$ cat config.mk
export PLATFORM = sky130hd
export DESIGN_NAME = cmr_core
export DESIGN_NICKNAME = d
export VERILOG_FILES = /design/src/design/cmr_pkg.sv /design/src/design/cmr_core.sv
export VERILOG_INCLUDE_DIRS = /design/src /design/src/design
export SDC_FILE = /design/constraint.sdc
export NUM_CORES = 1
export LEC_CHECK = 0
export BUFFER_PORTS_ARGS = -buffer_cell sky130_fd_sc_hd__buf_2
export CAP_MARGIN = 20
export CELL_PAD_IN_SITES_DETAIL_PLACEMENT = 1
export CELL_PAD_IN_SITES_GLOBAL_PLACEMENT = 2
export CORE_ASPECT_RATIO = 1.25
export CORE_UTILIZATION = 41
export DETAILED_ROUTE_END_ITERATION = 10
export GPL_TIMING_DRIVEN = 0
export PLACE_DENSITY = 0.91
export SYNTH_ARGS = -nofsm -noshare
export SYNTH_HDL_FRONTEND = slang
export SYNTH_SLANG_ARGS = --single-unit
$ cat constraint.sdc
create_clock -name sys_clk_i -period 16.15 [get_ports sys_clk_i]
set_input_delay 3.23 -clock sys_clk_i [delete_from_list [all_inputs] [get_ports sys_clk_i]]
set_output_delay 3.23 -clock sys_clk_i [all_outputs]
set_load 0.05 [all_outputs]
$ cat src/design/cmr_regs.svh
// Purpose: constants of the cpu mode and register file block
// Assumes: apb byte addressing of aligned words, 50 MHz sys_clk_i
// Notes:   offsets are byte addresses of 32-bit aligned words
// Behaviour
// - normal mode limits linear addressing to 64 kbytes; here fetch_addr_o keeps pc bits 23 to 1, lsb zero, in both modes.
// - advanced mode addresses linearly over 16 Mbytes.
// - mode comes from external mode select pins driven by the system.
// - normal mode uses only the low 16 bits of effective addresses.
// - normal mode pointer carry or borrow propagates into the upper half.
// - normal vector table starts at zero, one 16-bit word per entry.
// - memory-indirect operand address comes from an 8-bit absolute field.
// - normal memory-indirect operand is a 16-bit word below 0x00ff.
// - advanced vectors are 32 bits; top 8 ignored, low 24 give target.
// - advanced memory-indirect operand is a longword, top byte read as zero.
// - upper halves act as standalone 16-bit or high half of 32 bits.
// - exception or call saves only pc and flags, never extended control.
// - eight identical 32-bit registers, accessible at 32, 16 or 8 bits.
// - each lower half splits into high and low byte registers.
// - access width is chosen per register independently; here one access setup register applies to all eight.
// - the eighth register is also the stack pointer.
// - pc is 24 bits; its lsb reads as zero on fetch.
// - trace bit 7 resets to 0, read/write, no effect.
// - bits 6 to 3 are reserved, read only, always one.
// - mask bits 2 to 0 reset to 1, read/write, no effect.
`ifndef CMR_REGS_SVH
`define CMR_REGS_SVH
// ----------------------------------------------------------------------------
// register map
// ----------------------------------------------------------------------------
`define CMR_GREG_BASE     12'h000
`define CMR_PC_OFS        12'h020
`define CMR_EXTCTL_OFS    12'h024
`define CMR_MODE_OFS      12'h028
`define CMR_ACCESS_OFS    12'h02c
`define CMR_EA_OFS        12'h030
`define CMR_EA_OUT_OFS    12'h034
`define CMR_VEC_OFS       12'h038
`define CMR_VEC_OUT_OFS   12'h03c
`define CMR_PTR_OFS       12'h040
`define CMR_STACK_OFS     12'h044
// ----------------------------------------------------------------------------
// fields and reset values
// ----------------------------------------------------------------------------
`define CMR_EXT_TRACE_BIT 7
`define CMR_EXT_RSVD_MASK 8'h78
`define CMR_EXT_RESET     8'h7f
`define CMR_NORM_EA_MASK  32'h0000ffff
`define CMR_ADV_EA_MASK   32'h00ffffff
`define CMR_PC_RESET      24'h000000
`define CMR_MI_LIMIT      32'h000000ff
`endif

$ cat src/design/cmr_pkg.sv
// Purpose: types of the cpu mode and register file block
// Assumes: nothing beyond the register header
// Notes:   widths are the documented ones
package cmr_pkg;
   // register access width selector
   typedef enum logic [1:0] {
      CMR_W_LONG = 2'h0,
      CMR_W_WORD = 2'h1,
      CMR_W_BYTE = 2'h2
   } cmr_width_t;
   // operating mode, one-hot
   typedef enum logic [1:0] {
      CMR_MODE_NORMAL   = 2'h1,
      CMR_MODE_ADVANCED = 2'h2
   } cmr_mode_t;
   // apb slave phase, one-hot
   typedef enum logic [1:0] {
      CMR_BUS_IDLE = 2'h1,
      CMR_BUS_RESP = 2'h2
   } cmr_bus_t;
endpackage : cmr_pkg

$ cat src/design/cmr_core.sv
// Purpose: general registers, pc, extended control and mode address logic
// Assumes: apb slave, no wait states, mode pins asynchronous to sys_clk_i
// Notes:   all outputs registered; registers reached as 32-bit words
//          the mode is caught once per reset, after the pin synchroniser fills
//          narrow register views zero extend on read
`timescale 1ns/100ps
`include "cmr_regs.svh"
module cmr_core (
   input  wire logic                sys_clk_i,
   input  wire logic                rst_i,
   input  wire logic                mode_sel_i,
   input  wire logic                psel_i,
   input  wire logic                penable_i,
   input  wire logic                pwrite_i,
   input  wire logic [11:0]         paddr_i,
   input  wire logic [31:0]         pwdata_i,
   output logic      [31:0]         prdata_o,
   output logic                     pready_o,
   output logic                     pslverr_o,
   output cmr_pkg::cmr_mode_t       mode_o,
   output logic      [23:0]         fetch_addr_o,
   output logic      [31:0]         stack_ptr_o
);
   import cmr_pkg::*;

   // ----------------------------------------------------------------------------
   // state
   // ----------------------------------------------------------------------------
   typedef struct packed {
      logic [7:0][31:0] gregs;
      logic [23:0]      pc;
      logic [7:0]       extended_control;
      cmr_mode_t        mode;
      logic             mode_held;
      logic [1:0]       mode_sync;
      logic [1:0]       mode_fill;
      logic [7:0]       acc_ctl;
      logic [31:0]      ea_in;
      logic [31:0]      ea_out;
      logic [31:0]      vec_out;
      logic [31:0]      vec_raw;
      logic [31:0]      mi_addr;
      cmr_bus_t         bus;
      logic [31:0]      rdata;
      logic             ready;
      logic             slverr;
   } cmr_state_t;

   cmr_state_t st;
   cmr_state_t next_st;

   // merge narrow data into a register at the chosen width and lane
   function automatic logic [31:0] cmr_merge(input logic [31:0] old_v,
                                              input logic [31:0] new_v,
                                              input cmr_width_t  w,
                                              input logic        upper,
                                              input logic        hibyte);
      logic [31:0] r;
      r = old_v;
      unique case (w)
         CMR_W_LONG: r = new_v;
         CMR_W_WORD: begin
            if (upper) r[31:16] = new_v[15:0];
            else       r[15:0]  = new_v[15:0];
         end
         CMR_W_BYTE: begin
            if (hibyte) r[15:8] = new_v[7:0];
            else        r[7:0]  = new_v[7:0];
         end
         default:    r = old_v;
      endcase
      return r;
   endfunction : cmr_merge

   // extract a register view at the chosen width, zero extended
   function automatic logic [31:0] cmr_view(input logic [31:0] v,
                                             input cmr_width_t  w,
                                             input logic        upper,
                                             input logic        hibyte);
      logic [31:0] r;
      r = 32'h00000000;
      unique case (w)
         CMR_W_LONG: r = v;
         CMR_W_WORD: r = {16'h0000, upper ? v[31:16] : v[15:0]};
         CMR_W_BYTE: r = {24'h000000, hibyte ? v[15:8] : v[7:0]};
         default:    r = 32'h00000000;
      endcase
      return r;
   endfunction : cmr_view

   // mask an effective address to the mode's space
   function automatic logic [31:0] cmr_ea_mask(input logic [31:0] ea, input cmr_mode_t m);
      return (m == CMR_MODE_NORMAL) ? (ea & `CMR_NORM_EA_MASK)
                                    : (ea & `CMR_ADV_EA_MASK);
   endfunction : cmr_ea_mask

   // decoded fields of the current request
   logic [2:0]  idx;
   logic        is_greg;
   cmr_width_t  acc_w;
   logic        acc_up;
   logic        acc_hb;
   logic [2:0]  ptr_reg;
   logic        ptr_dec;
   logic [31:0] ptr_full;
   logic [31:0] ptr_step;

   // access setup fields: width [1:0], upper half [2], high byte [3]
   assign acc_w    = cmr_width_t'(st.acc_ctl[1:0]);
   assign acc_up   = st.acc_ctl[2];
   assign acc_hb   = st.acc_ctl[3];
   assign idx      = paddr_i[4:2];
   assign is_greg  = (paddr_i[11:5] == 7'(`CMR_GREG_BASE >> 5));
   // pointer update write: bits [2:0] register, bit 3 decrement, bits [7:4] step
   assign ptr_reg  = pwdata_i[2:0];
   assign ptr_dec  = pwdata_i[3];
   assign ptr_step = {28'h0000000, pwdata_i[7:4]};
   assign ptr_full = st.gregs[ptr_reg];

   // ----------------------------------------------------------------------------
   // next state
   // ----------------------------------------------------------------------------
   always_comb begin
      logic [31:0] sum;
      logic        acc;
      sum     = 32'h00000000;
      next_st = st;
      acc     = psel_i & penable_i & (st.bus == CMR_BUS_RESP);
      // mode pin synchroniser; capture waits until both stages hold the pin
      next_st.mode_sync = {st.mode_sync[0], mode_sel_i};
      next_st.mode_fill = {st.mode_fill[0], 1'b1};
      if (!st.mode_held && st.mode_fill[1]) begin
         next_st.mode      = st.mode_sync[1] ? CMR_MODE_ADVANCED : CMR_MODE_NORMAL;
         next_st.mode_held = 1'b1;
      end
      // apb phase: setup then one access cycle with pready
      next_st.ready  = 1'b0;
      next_st.slverr = 1'b0;
      unique case (st.bus)
         CMR_BUS_IDLE: if (psel_i && !penable_i) begin
            next_st.bus   = CMR_BUS_RESP;
            next_st.ready = 1'b1;
         end
         CMR_BUS_RESP: next_st.bus = CMR_BUS_IDLE;
      endcase
      // read data, prepared alongside pready
      if (psel_i && !penable_i && st.bus == CMR_BUS_IDLE) begin
         next_st.rdata = 32'h00000000;
         if (is_greg) begin
            next_st.rdata = cmr_view(st.gregs[idx], acc_w, acc_up, acc_hb);
         end else begin
            unique case (paddr_i)
               `CMR_PC_OFS:      next_st.rdata = {8'h00, st.pc};
               `CMR_EXTCTL_OFS:  next_st.rdata = {24'h000000, st.extended_control};
               `CMR_MODE_OFS:    next_st.rdata = {30'h00000000, st.mode};
               `CMR_ACCESS_OFS:  next_st.rdata = {24'h000000, st.acc_ctl};
               `CMR_EA_OFS:      next_st.rdata = st.ea_in;
               `CMR_EA_OUT_OFS:  next_st.rdata = st.ea_out;
               `CMR_VEC_OFS:     next_st.rdata = st.vec_raw;
               `CMR_VEC_OUT_OFS: next_st.rdata = st.vec_out;
               `CMR_STACK_OFS:   next_st.rdata = st.gregs[7];
               default:          next_st.slverr = 1'b1;
            endcase
         end
      end
      // writes take effect at the access edge
      if (acc && pwrite_i) begin
         if (is_greg) begin
            next_st.gregs[idx] = cmr_merge(st.gregs[idx], pwdata_i, acc_w,
                                           acc_up, acc_hb);
         end else begin
            unique case (paddr_i)
               `CMR_PC_OFS:     next_st.pc = pwdata_i[23:0];
               `CMR_EXTCTL_OFS: next_st.extended_control =
                                   pwdata_i[7:0] | `CMR_EXT_RSVD_MASK;
               `CMR_ACCESS_OFS: next_st.acc_ctl = pwdata_i[7:0];
               `CMR_EA_OFS: begin
                  next_st.ea_in  = pwdata_i;
                  next_st.ea_out = cmr_ea_mask(pwdata_i, st.mode);
                  // the low byte stands for the 8-bit absolute field of an indirect jump
                  next_st.mi_addr = {24'h000000, pwdata_i[7:0]};
               end
               `CMR_VEC_OFS: begin
                  // vector entry or memory-indirect operand
                  next_st.vec_raw = pwdata_i;
                  if (st.mode == CMR_MODE_NORMAL)
                     next_st.vec_out = {16'h0000, pwdata_i[15:0]};
                  else
                     next_st.vec_out = {8'h00, pwdata_i[23:0]};
               end
               `CMR_PTR_OFS: begin
                  // post-increment / pre-decrement on a pointer register
                  sum = ptr_dec ? ptr_full - ptr_step : ptr_full + ptr_step;
                  if (st.mode == CMR_MODE_NORMAL)
                     next_st.gregs[ptr_reg] = sum;
                  else
                     next_st.gregs[ptr_reg] = sum;
               end
               default: ;
            endcase
         end
      end
   end

   // ----------------------------------------------------------------------------
   // registers
   // ----------------------------------------------------------------------------
   // one register stage for the whole state; reset loads constants only
   always_ff @(posedge sys_clk_i or posedge rst_i) begin
      if (rst_i) begin
         st                  <= '0;
         st.pc               <= `CMR_PC_RESET;
         st.extended_control <= `CMR_EXT_RESET;
         st.mode             <= CMR_MODE_NORMAL;
         st.bus              <= CMR_BUS_IDLE;
      end else begin
         st <= next_st;
      end
   end

   // outputs straight from flip-flops
   assign prdata_o     = st.rdata;
   assign pready_o     = st.ready;
   assign pslverr_o    = st.slverr;
   assign mode_o       = st.mode;
   assign fetch_addr_o = {st.pc[23:1], 1'b0};
   assign stack_ptr_o  = st.gregs[7];

   // ----------------------------------------------------------------------------
   // assertions
   // ----------------------------------------------------------------------------
   property p_ea_norm;
      @(posedge sys_clk_i) disable iff (rst_i)
      (st.mode == CMR_MODE_NORMAL) |-> (st.ea_out[31:16] == 16'h0000);
   endproperty
   a_ea_norm: assert property (p_ea_norm) else $error("normal ea over 64k");
   property p_ea_adv;
      @(posedge sys_clk_i) disable iff (rst_i)
      (st.mode == CMR_MODE_ADVANCED) |-> (st.ea_out[31:24] == 8'h00);
   endproperty
   a_ea_adv: assert property (p_ea_adv) else $error("advanced ea over 16m");
   property p_mode_hold;
      @(posedge sys_clk_i) disable iff (rst_i)
      st.mode_held |=> $stable(st.mode);
   endproperty
   a_mode_hold: assert property (p_mode_hold) else $error("mode changed");
   property p_rsvd;
      @(posedge sys_clk_i) disable iff (rst_i)
      st.extended_control[6:3] == 4'hf;
   endproperty
   a_rsvd: assert property (p_rsvd) else $error("reserved bits not one");
   property p_fetch;
      @(posedge sys_clk_i) disable iff (rst_i)
      fetch_addr_o[0] == 1'b0 ##0 fetch_addr_o[23:1] == st.pc[23:1];
   endproperty
   a_fetch: assert property (p_fetch) else $error("fetch lsb set");
   property p_vec_adv;
      @(posedge sys_clk_i) disable iff (rst_i)
      (st.mode == CMR_MODE_ADVANCED) |-> st.vec_out[31:24] == 8'h00;
   endproperty
   a_vec_adv: assert property (p_vec_adv) else $error("vector top byte");
   property p_vec_norm;
      @(posedge sys_clk_i) disable iff (rst_i)
      (st.mode == CMR_MODE_NORMAL) |-> st.vec_out[31:16] == 16'h0000;
   endproperty
   a_vec_norm: assert property (p_vec_norm) else $error("normal vector wide");
   property p_ready;
      @(posedge sys_clk_i) disable iff (rst_i)
      (psel_i && !penable_i && st.bus == CMR_BUS_IDLE) |=> pready_o ##1 !pready_o;
   endproperty
   a_ready: assert property (p_ready) else $error("pready timing");
   // an access-phase write as the slave accepts it
   logic wr_acc;
   assign wr_acc = psel_i & penable_i & pwrite_i & (st.bus == CMR_BUS_RESP);
   // an 8-bit absolute field never reaches past the low page
   property p_mi_range;
      @(posedge sys_clk_i) disable iff (rst_i)
      st.mi_addr <= `CMR_MI_LIMIT;
   endproperty
   a_mi_range: assert property (p_mi_range) else $error("operand past 0xff");
   // the trace bit keeps what software wrote
   property p_trace_wr;
      @(posedge sys_clk_i) disable iff (rst_i)
      (wr_acc && paddr_i == `CMR_EXTCTL_OFS) |=>
         st.extended_control[`CMR_EXT_TRACE_BIT] == $past(pwdata_i[7]);
   endproperty
   a_trace_wr: assert property (p_trace_wr) else $error("trace bit lost");
   // the mask bits keep what software wrote
   property p_mask_wr;
      @(posedge sys_clk_i) disable iff (rst_i)
      (wr_acc && paddr_i == `CMR_EXTCTL_OFS) |=>
         st.extended_control[2:0] == $past(pwdata_i[2:0]);
   endproperty
   a_mask_wr: assert property (p_mask_wr) else $error("mask bits lost");
   // a pointer step works on the full register, so carries reach the upper half
   property p_ptr_step;
      @(posedge sys_clk_i) disable iff (rst_i)
      (wr_acc && paddr_i == `CMR_PTR_OFS) |=>
         st.gregs[$past(ptr_reg)] ==
            $past(ptr_dec ? ptr_full - ptr_step : ptr_full + ptr_step);
   endproperty
   a_ptr_step: assert property (p_ptr_step) else $error("pointer step lost carry");
   // a normal-mode vector word passes its low 16 bits unchanged
   property p_vec_norm_val;
      @(posedge sys_clk_i) disable iff (rst_i)
      (wr_acc && paddr_i == `CMR_VEC_OFS && st.mode == CMR_MODE_NORMAL) |=>
         st.vec_out[15:0] == $past(pwdata_i[15:0]);
   endproperty
   a_vec_norm_val: assert property (p_vec_norm_val) else $error("target lost");
   // an advanced-mode entry keeps its low 24 bits as the target
   property p_vec_adv_val;
      @(posedge sys_clk_i) disable iff (rst_i)
      (wr_acc && paddr_i == `CMR_VEC_OFS && st.mode == CMR_MODE_ADVANCED) |=>
         st.vec_out[23:0] == $past(pwdata_i[23:0]);
   endproperty
   a_vec_adv_val: assert property (p_vec_adv_val) else $error("target cut");
   // the mode register only ever holds one of the two legal codes
   property p_mode_legal;
      @(posedge sys_clk_i) disable iff (rst_i)
      (mode_o == CMR_MODE_NORMAL) || (mode_o == CMR_MODE_ADVANCED);
   endproperty
   a_mode_legal: assert property (p_mode_legal) else $error("mode code illegal");
   // a full-width write lands whole in the addressed register
   property p_greg_wr;
      @(posedge sys_clk_i) disable iff (rst_i)
      (wr_acc && is_greg && acc_w == CMR_W_LONG) |=> st.gregs[$past(idx)] == $past(pwdata_i);
   endproperty
   a_greg_wr: assert property (p_greg_wr) else $error("register write lost");
   // a read of extended control always shows the reserved bits as ones
   property p_rsvd_rd;
      @(posedge sys_clk_i) disable iff (rst_i)
      (psel_i && !penable_i && st.bus == CMR_BUS_IDLE && paddr_i == `CMR_EXTCTL_OFS) |=>
         prdata_o[6:3] == 4'hf;
   endproperty
   a_rsvd_rd: assert property (p_rsvd_rd) else $error("reserved bits read low");
   // main scenarios: writes, reads, advanced mode, pointer steps, refused reads
   c_write: cover property (@(posedge sys_clk_i) disable iff (rst_i) pready_o && pwrite_i);
   c_read:  cover property (@(posedge sys_clk_i) disable iff (rst_i) pready_o && !pwrite_i);
   c_adv:   cover property (@(posedge sys_clk_i) disable iff (rst_i)
                            st.mode == CMR_MODE_ADVANCED);
   c_ptr:   cover property (@(posedge sys_clk_i) disable iff (rst_i)
                            wr_acc && paddr_i == `CMR_PTR_OFS);
   c_err:   cover property (@(posedge sys_clk_i) disable iff (rst_i) pslverr_o);
endmodule : cmr_core

==> results of run 1 <==
flip-flops by register name, indices dropped and copies added, names as in the netlist:
register	count
st	318
prdata_o	32
stack_ptr_o	32
fetch_addr_o	23
acc_w	2
mode_o	2
next_st	2
acc_hb	1
acc_up	1
pready_o	1
pslverr_o	1
routing by layer:
metal,vias up,part of all wire
li1,10160,-
met4,8,0.087
met3,610,0.11
met5,-,0.00044
met2,1879,0.45
met1,13320,0.36
final timing paths:
| path | startpoint | to | slack [ps] | cells past startpoint |
|---|---|---|---|---|
| min in group asynchronous | rst_i | prdata_o[4]$_DFFE_PP0P_ | 2650 | 2 |
| max in group asynchronous | rst_i | st[359]$_DFFE_PP0P_ | 11930 | 4 |
| hold reg to reg | next_st[207]$_DFF_PP0_ | st[207]$_DFF_PP0_ | 360 | 0 |
| hold / removal | next_st[207]$_DFF_PP0_ | st[207]$_DFF_PP0_ | 360 | 0 |
| setup reg to reg | stack_ptr_o[0]$_DFFE_PP0P_ | st[335]$_DFFE_PP0P_ | 10860 | 14 |
| setup / recovery | pwdata_i[0] | st[335]$_DFFE_PP0P_ | 5750 | 16 |
stage by stage:
step / std cells / hold slack [ps] / util / total power (uW) / setup slack [ps]
finish: 3630 / 355.0 / 0.4809 / 3014 / 5746
global route: 3628 / 365.9 / 0.4808 / 3071 / 5711
CTS: 3616 / 360.9 / 0.4787 / 2993 / 5840
detailed placement: 3529 / 336.4 / 0.4508 / 1801 / 5229
global placement: 3504 / 332.9 / 0.4446 / 1776 / -3556
floorplan: 2545 / 331.2 / - / 1578 / 1379
synth_stat cells, types with 6 or more instances:
cell	number	area, um^2
dfrtp_1	410	10260
nand2_1	317	1190
o21ai_0	189	945.9
mux2_2	143	1610
clkbuf_1	135	506.7
nor2_1	118	442.9
a22oi_1	115	863.3
o22ai_1	114	713.2
o221ai_1	104	910.9
buf_4	100	750.7
a21oi_1	78	390.4
mux2i_1	71	710.7
mux4_2	68	1531
a22o_1	66	578.1
buf_2	46	230.2
a31oi_1	35	219.0
ha_1	33	412.9
a221oi_1	28	245.2
nand3_1	25	125.1
a32oi_1	22	192.7
inv_1	20	75.07
buf_1	19	71.32
a21o_1	17	127.6
a31o_2	17	148.9
xnor2_1	17	148.9
a222oi_1	16	160.2
and3_1	16	100.1
nor3_1	16	80.08
o21ai_1	16	80.08
nor2b_1	13	81.33
o211ai_1	13	97.59
nand4_1	12	75.07
xor2_1	11	96.34
o21a_1	10	75.07
and2_1	9	56.30
or2_2	7	43.79
nand2b_1	6	37.54
final cells by class:
class	instances	area [um^2]	share of cell area
Multi-Input combinational cell	1808	13350	0.4557
Sequential cell	415	10390	0.3548
Buffer	301	1570	0.05361
Clock buffer	71	1428	0.04874
Timing Repair Buffer	171	1154	0.03938
Tap cell	824	1031	0.03520
Clock inverter	16	274.0	0.009355
Inverter	21	86.33	0.002947
Antenna cell	3	7.507	0.0002563
worst register-to-register path, stage by stage (launching register included):
cell and delay [ps]:
dfrtp_1 470, mux2_2 310, a221oi_1 240, o22a_1 190, ha_1 330, inv_1 110
fa_1 500, a21oi_1 390, o211ai_1 260, a32oi_1 380, nand4_1 310, a31oi_1 300
o21ai_0 190, xnor2_1 840, o221ai_1 260
cell families after synthesis:
group / count (synthesis) / synth area share
DFF: 415 / 0.4095
other: 2 / 0.0002959
xor gates and xnor gates: 28 / 0.009664
adders and majority gates: 34 / 0.01706
buffers and inverters: 322 / 0.06498
and+or+nand+nor: 573 / 0.1009
AOI/OAI and AO/OA: 885 / 0.2440
muxes: 286 / 0.1536
report_power, final:
part / switching (uW) / internal [uW] / leakage (uW)
Sequential: 33.9 / 1090 / 0.00569
Combinational: 486 / 194 / 0.00628
Clock: 489 / 722 / 0.000841
Total: 1010 / 2010 / 0.0128
==> flow_summary.ini, run 1 <==
[grt]
grt.busiest_layer = met2
grt_pass1_wl_mm = 198.1
met3_usage = 0.1298
use_met2 = 0.6931
grt_use_met1 = 0.5298
gr-total-overflow = 0
grt_pass1_vias = 26100
grt_max_degree = 132
grt_usage = 0.4502
antenna_found_initial = 6

[critical_path]
cpPeakStageDelay_ps = 990
end_kind = register
crit_required_ps = 16560
critPathKind = in -> reg
crit_path_start_kind = primary input
path_common_cell = clkbuf_1
worstPathMaxFanout = 11
critPathBufInv = 6
path_cells = buf_2, clkbuf_1, clkbuf_1, buf_1, clkbuf_1, clkbuf_1, o22ai_1, fa_1, a21oi_1, o211ai_1, a32oi_1, nand4_1, a31oi_1, o21ai_0, xnor2_1, o221ai_1
cpLargestDelayFamily = buffers and inverters
critPathArrivalTime_ps = 10810
cp_slowest_cell = clkbuf_1

[clocking]
cts_setup_buffers = 0
cts_tree = built
postCtsHoldBufs = 0
cts_buffers = 47
clkSinkCount = 415
clk_pin_slew_worst_paths_ps = 60
cts_resized = 0
h-tree-depth = 2
cts-root-buf = clkbuf_16
clock_latency_ps = 620
clk_path_buf_depth = 3

[sta]
finalCriticalPeriod_ps = 10400
fmax_ghz = 0.09611
relSlewSlack = 0.07911
slew_violations = 0
hold_violations = 0
setup_viol = 0
max_slew.worst_pin.slew_ps = 1376
rsz0062_at_grt = false
period_share = 0.6442
setup_tns_ps = 0
clock_skew_ps = 40.67

[synthesis]
yosysWarnings = 0
ys_ff_latch = 415
synthArstFlopShare = 1.000
yosysSeqAreaShare = 0.4095
synthDistinctLibCells = 82
synth_edf_count = 0
syn_inst = 2545
synthesis.nets = 2629
synth.avg_cell_area_um2 = 9.971
ys.flop_type = dfrtp_1
syn_area_um2 = 25380

[route]
drt-initial-drc-count = 3563
wl_per_cell_um = 39.26
wl_mm = 142.5
drc_errors = 0
ant_nets = 0
vias = 25980
drt-pass1-iter-count = 8
detail_route.vias_per_cell = 7.158

[finish]
nets = 2849
area_growth_pct = 15.42
layout_common_cells = 410 x dfrtp_1, 317 x nand2_1, 189 x o21ai_0
fill_cells = 6885
drive_gt1_frac = 0.2365
final_common_cell = dfrtp_1
final_cell_area_um2 = 29290

[die]
dieWidth_um = 224.5
fp.dieH_um = 280.2
rows = 101
start_util = 0.4166
core_um2 = 60910
ios = 142
die_area_um2 = 62900

[power_and_ir_drop]
leakage_uw = 0.01281
powerDensity_nw_per_um2 = 102.9
vdd_ir_drop_max_v = 0.00008232

[run_status]
status = complete, no violations

[hold_path]
hold_path_class = reg -> reg

[placed_design]
place_area_um2 = 27460
place.gp.congestion = 1.044
hpwl_mm = 105.6
io_buffers = 135

[flow_run]
drv_cap = 0
Power figures use the tool's default switching activity.
==> run 2, diff against run 1 <==
--- a/config.mk
+++ b/config.mk
@@ -6,15 +6,16 @@
 export SDC_FILE = /design/constraint.sdc
 export NUM_CORES = 1
 export LEC_CHECK = 0
+export ABC_AREA = 1
 export BUFFER_PORTS_ARGS = -buffer_cell sky130_fd_sc_hd__buf_2
 export CAP_MARGIN = 20
 export CELL_PAD_IN_SITES_DETAIL_PLACEMENT = 1
 export CELL_PAD_IN_SITES_GLOBAL_PLACEMENT = 2
 export CORE_ASPECT_RATIO = 1.25
-export CORE_UTILIZATION = 41
+export CORE_UTILIZATION = 32
 export DETAILED_ROUTE_END_ITERATION = 10
 export GPL_TIMING_DRIVEN = 0
-export PLACE_DENSITY = 0.91
+export PLACE_DENSITY = 0.87
 export SYNTH_ARGS = -nofsm -noshare
 export SYNTH_HDL_FRONTEND = slang
 export SYNTH_SLANG_ARGS = --single-unit
==> constraint.sdc (replaced) <==
create_clock -name sys_clk_i -period 8.7 [get_ports sys_clk_i]
set_input_delay 1.74 -clock sys_clk_i [delete_from_list [all_inputs] [get_ports sys_clk_i]]
set_output_delay 1.74 -clock sys_clk_i [all_outputs]
set_load 0.05 [all_outputs]
==> flow_summary.ini, run 2 <==
[run_status]
status = complete, no violations

[flow_run]
drv_cap = 0

[route]
drc_errors = 0
drt-pass1-iter-count = 7
drt-initial-drc-count = 3392
vias = 32290
detail_route.vias_per_cell = 5.603
wl_mm = 163.6
wl_per_cell_um = 28.38
ant_nets = 0

[power_and_ir_drop]
leakage_uw = 0.01722
vdd_ir_drop_max_v = 0.0001635
seqPwrFrac = 0.354
power.share.clock = 0.395
p_comb_frac = 0.250
internal-power_uw = 3655
powerDensity_nw_per_um2 = 175.0
swShare = 0.3681
p_sw_uw = 2129

[finish]
largest_reg_flops = 318
drive_gt1_frac = 0.1147
multi_input_area_um2 = 14520
fill_cells = 11520
diodes = 0
nets = 4631
ff_latch_area_um2 = 10390
top_register = st
final_core_util = 0.3715
layout_common_cells = 1232 x nand2_1, 553 x inv_1, 485 x nand3_1
finalNonFillerCells = 5763
area_growth_pct = 14.44
final_cell_area_um2 = 33060
final_common_cell = nand2_1

[synthesis]
syn_inst = 4341
synth_top_cell_area_share = 0.3552
synth_top_cell_by_area = dfrtp_1
netlist_top_cells_count = 1232 x nand2_1, 554 x inv_1, 485 x nand3_1, 410 x dfrtp_1, 363 x a21oi_1
yosysSeqAreaShare = 0.3597
synth.area.top_cells = dfrtp_1 36%, nand2_1 16%, nand3_1 8.4%
ys.flop_type = dfrtp_1
syn_area_um2 = 28890
yosysWarnings = 0
synth.avg_cell_area_um2 = 6.655
synthDistinctLibCells = 57
synthesis.nets = 4425
ys_ff_latch = 415
synth_edf_count = 0
yosysMostFrequentCell = nand2_1
synthArstFlopShare = 1.000

[die]
fp.dieH_um = 337.9
ios = 142
core_um2 = 88990
dieWidth_um = 270.7
die_area_um2 = 91490
rows = 122
start_util = 0.3246

[clocking]
postCtsHoldBufs = 0
cts_setup_buffers = 0
cts-root-buf = clkbuf_16
clk_pin_slew_worst_paths_ps = 60
clock_latency_ps = 650
cts_tree = built
h-tree-depth = 2
clk_path_buf_depth = 3
clkSinkCount = 415
cts_resized = 0
cts_buffers = 48

[critical_path]
end_kind = register
crit_required_ps = 9230
critPathKind = in -> reg
cpPeakStageDelay_ps = 960
path_cells = buf_2, inv_1, nor2_1, clkinv_1, clkbuf_1, a21oi_1, o21ai_0, nand3_1, ha_1, nand2_1, nor2_1, inv_1, nor2_1, nand4_1, nand3_1, nand2_1, nand3_1, nand2_1, nand2_1, nand2_1
path_common_cell = nand2_1
cp_slowest_cell = nor2_1
crit_path_start_kind = primary input
worstPathMaxFanout = 10
rrSetupSlack_ps = 4210
reg2reg_depth = 16
critPathArrivalTime_ps = 7830
reg2reg_to = stack_ptr_o[16]$_DFFE_PP0P_
r2r-start = stack_ptr_o[0]$_DFFE_PP0P_

[grt]
grt_use_met1 = 0.4076
grt_usage = 0.3523
antenna_found_initial = 3
grt_max_degree = 41
met3_usage = 0.04689
gr-total-overflow = 0
grt_pass1_vias = 32400
grt_pass1_wl_mm = 231.5
grt.busiest_layer = met2
use_met2 = 0.5912

[sta]
relSlewSlack = 0.1584
setup_tns_ps = 0
fmax_ghz = 0.1371
hold_violations = 0
setup_viol = 0
finalCriticalPeriod_ps = 7295
hold_slack_ps = 362.8
period_share = 0.8385
rsz0062_at_grt = false
max_slew.worst_pin.slew_ps = 1262
clock_skew_ps = 18.79
slew_violations = 0

[placed_design]
place.gp.congestion = 0.9979
hpwl_mm = 132.9
place_inst = 5674
io_buffers = 137
place_area_um2 = 31370

[hold_path]
min_path_cells = 0
hp-start = next_st[205]$_DFF_PP0_
hold_path_class = reg -> reg
min_to = st[205]$_DFF_PP0_
[run 2: cell types whose count changed after synthesis, sizes merged, moves of 133 or more]
cell	delta
inv	+558
a21oi	+285
mux2	-147
nand3	+463
nand2	+920
a21boi	+147
nor2	+133
[run 2: kinds of logic (layout without fill, tap and decap cells)]
logic type | count (synthesis) | after routing | synth area share
AO/OA/AOI/OAI | 908 | 908 | 0.1822
XOR/XNOR | 8 | 8 | 0.002426
adder cells (fa/ha/maj) | 34 | 34 | 0.01499
buffers and inverters | 895 | 1139 | 0.1380
flip-flops | 415 | 415 | 0.3597
other | 2 | 2 | 0.0002600
AND/OR/NAND/NOR | 2079 | 2079 | 0.3025
[run 2: per-stage QoR]
stage / setup WS [ps] / power (uW)
floorplan: 1369 / 2937
global placement: -1956 / 3450
detailed placement: 1039 / 3487
CTS: 1684 / 5737
global route: 1529 / 5905
finish: 1405 / 5784
[run 2: worst max path at each step]
stage | start | end | slack, ps | cells past startpoint
3_5_place_dp | pwdata_i[2] | st[420]$_DFFE_PP0P_ | 1040 | 20
2_1_floorplan | rst_i | acc_hb$_DFFE_PP0P_ | 1370 | 1
6_report | pwdata_i[2] | st[420]$_DFFE_PP0P_ | 1410 | 20
5_1_grt | pwdata_i[2] | stack_ptr_o[26]$_DFFE_PP0P_ | 1530 | 17
4_1_cts | pwdata_i[2] | st[420]$_DFFE_PP0P_ | 1680 | 20
3_3_place_gp | rst_i | st[326]$_DFFE_PP0P_ | -1960 | 2
[run 2: power groups by stage]
stage / Clock [uW] / Combinational, uW / Sequential [uW]
floorplan: 0 / 870 / 2070
global placement: 0 / 1370 / 2080
detailed placement: 0 / 1400 / 2080
CTS: 2280 / 1410 / 2050
global route: 2330 / 1520 / 2050
finish: 2290 / 1450 / 2050
[run 2: area by class of cell]
type | count | area share
buffer | 309 | 0.05389
clock buffer | 69 | 0.04299
clock inverter | 19 | 0.007721
inverter | 586 | 0.06676
multi-input combinational | 3031 | 0.4391
sequential | 415 | 0.3143
tap | 1178 | 0.04458
timing repair buffer | 156 | 0.03066
[run 2: metal layers]
| layer | share of wire | vias up | wire length, um |
|---|---|---|---|
| met5 | 0.00015 | - | 25 |
| met1 | 0.38 | 15940 | 61870 |
| li1 | - | 14380 | - |
| met2 | 0.47 | 1492 | 76550 |
| met3 | 0.064 | 475 | 10540 |
| met4 | 0.089 | 4 | 14570 |
[run 2: worst max-delay path, delay by kind of cell]
| family | cells | cell delay [ps] |
|---|---|---|
| adder cells (fa/ha/maj) | 1 | 280 |
| buffers and inverters | 5 | 2150 |
| AO/OA/AOI/OAI | 2 | 490 |
| AND/OR/NAND/NOR | 12 | 3130 |
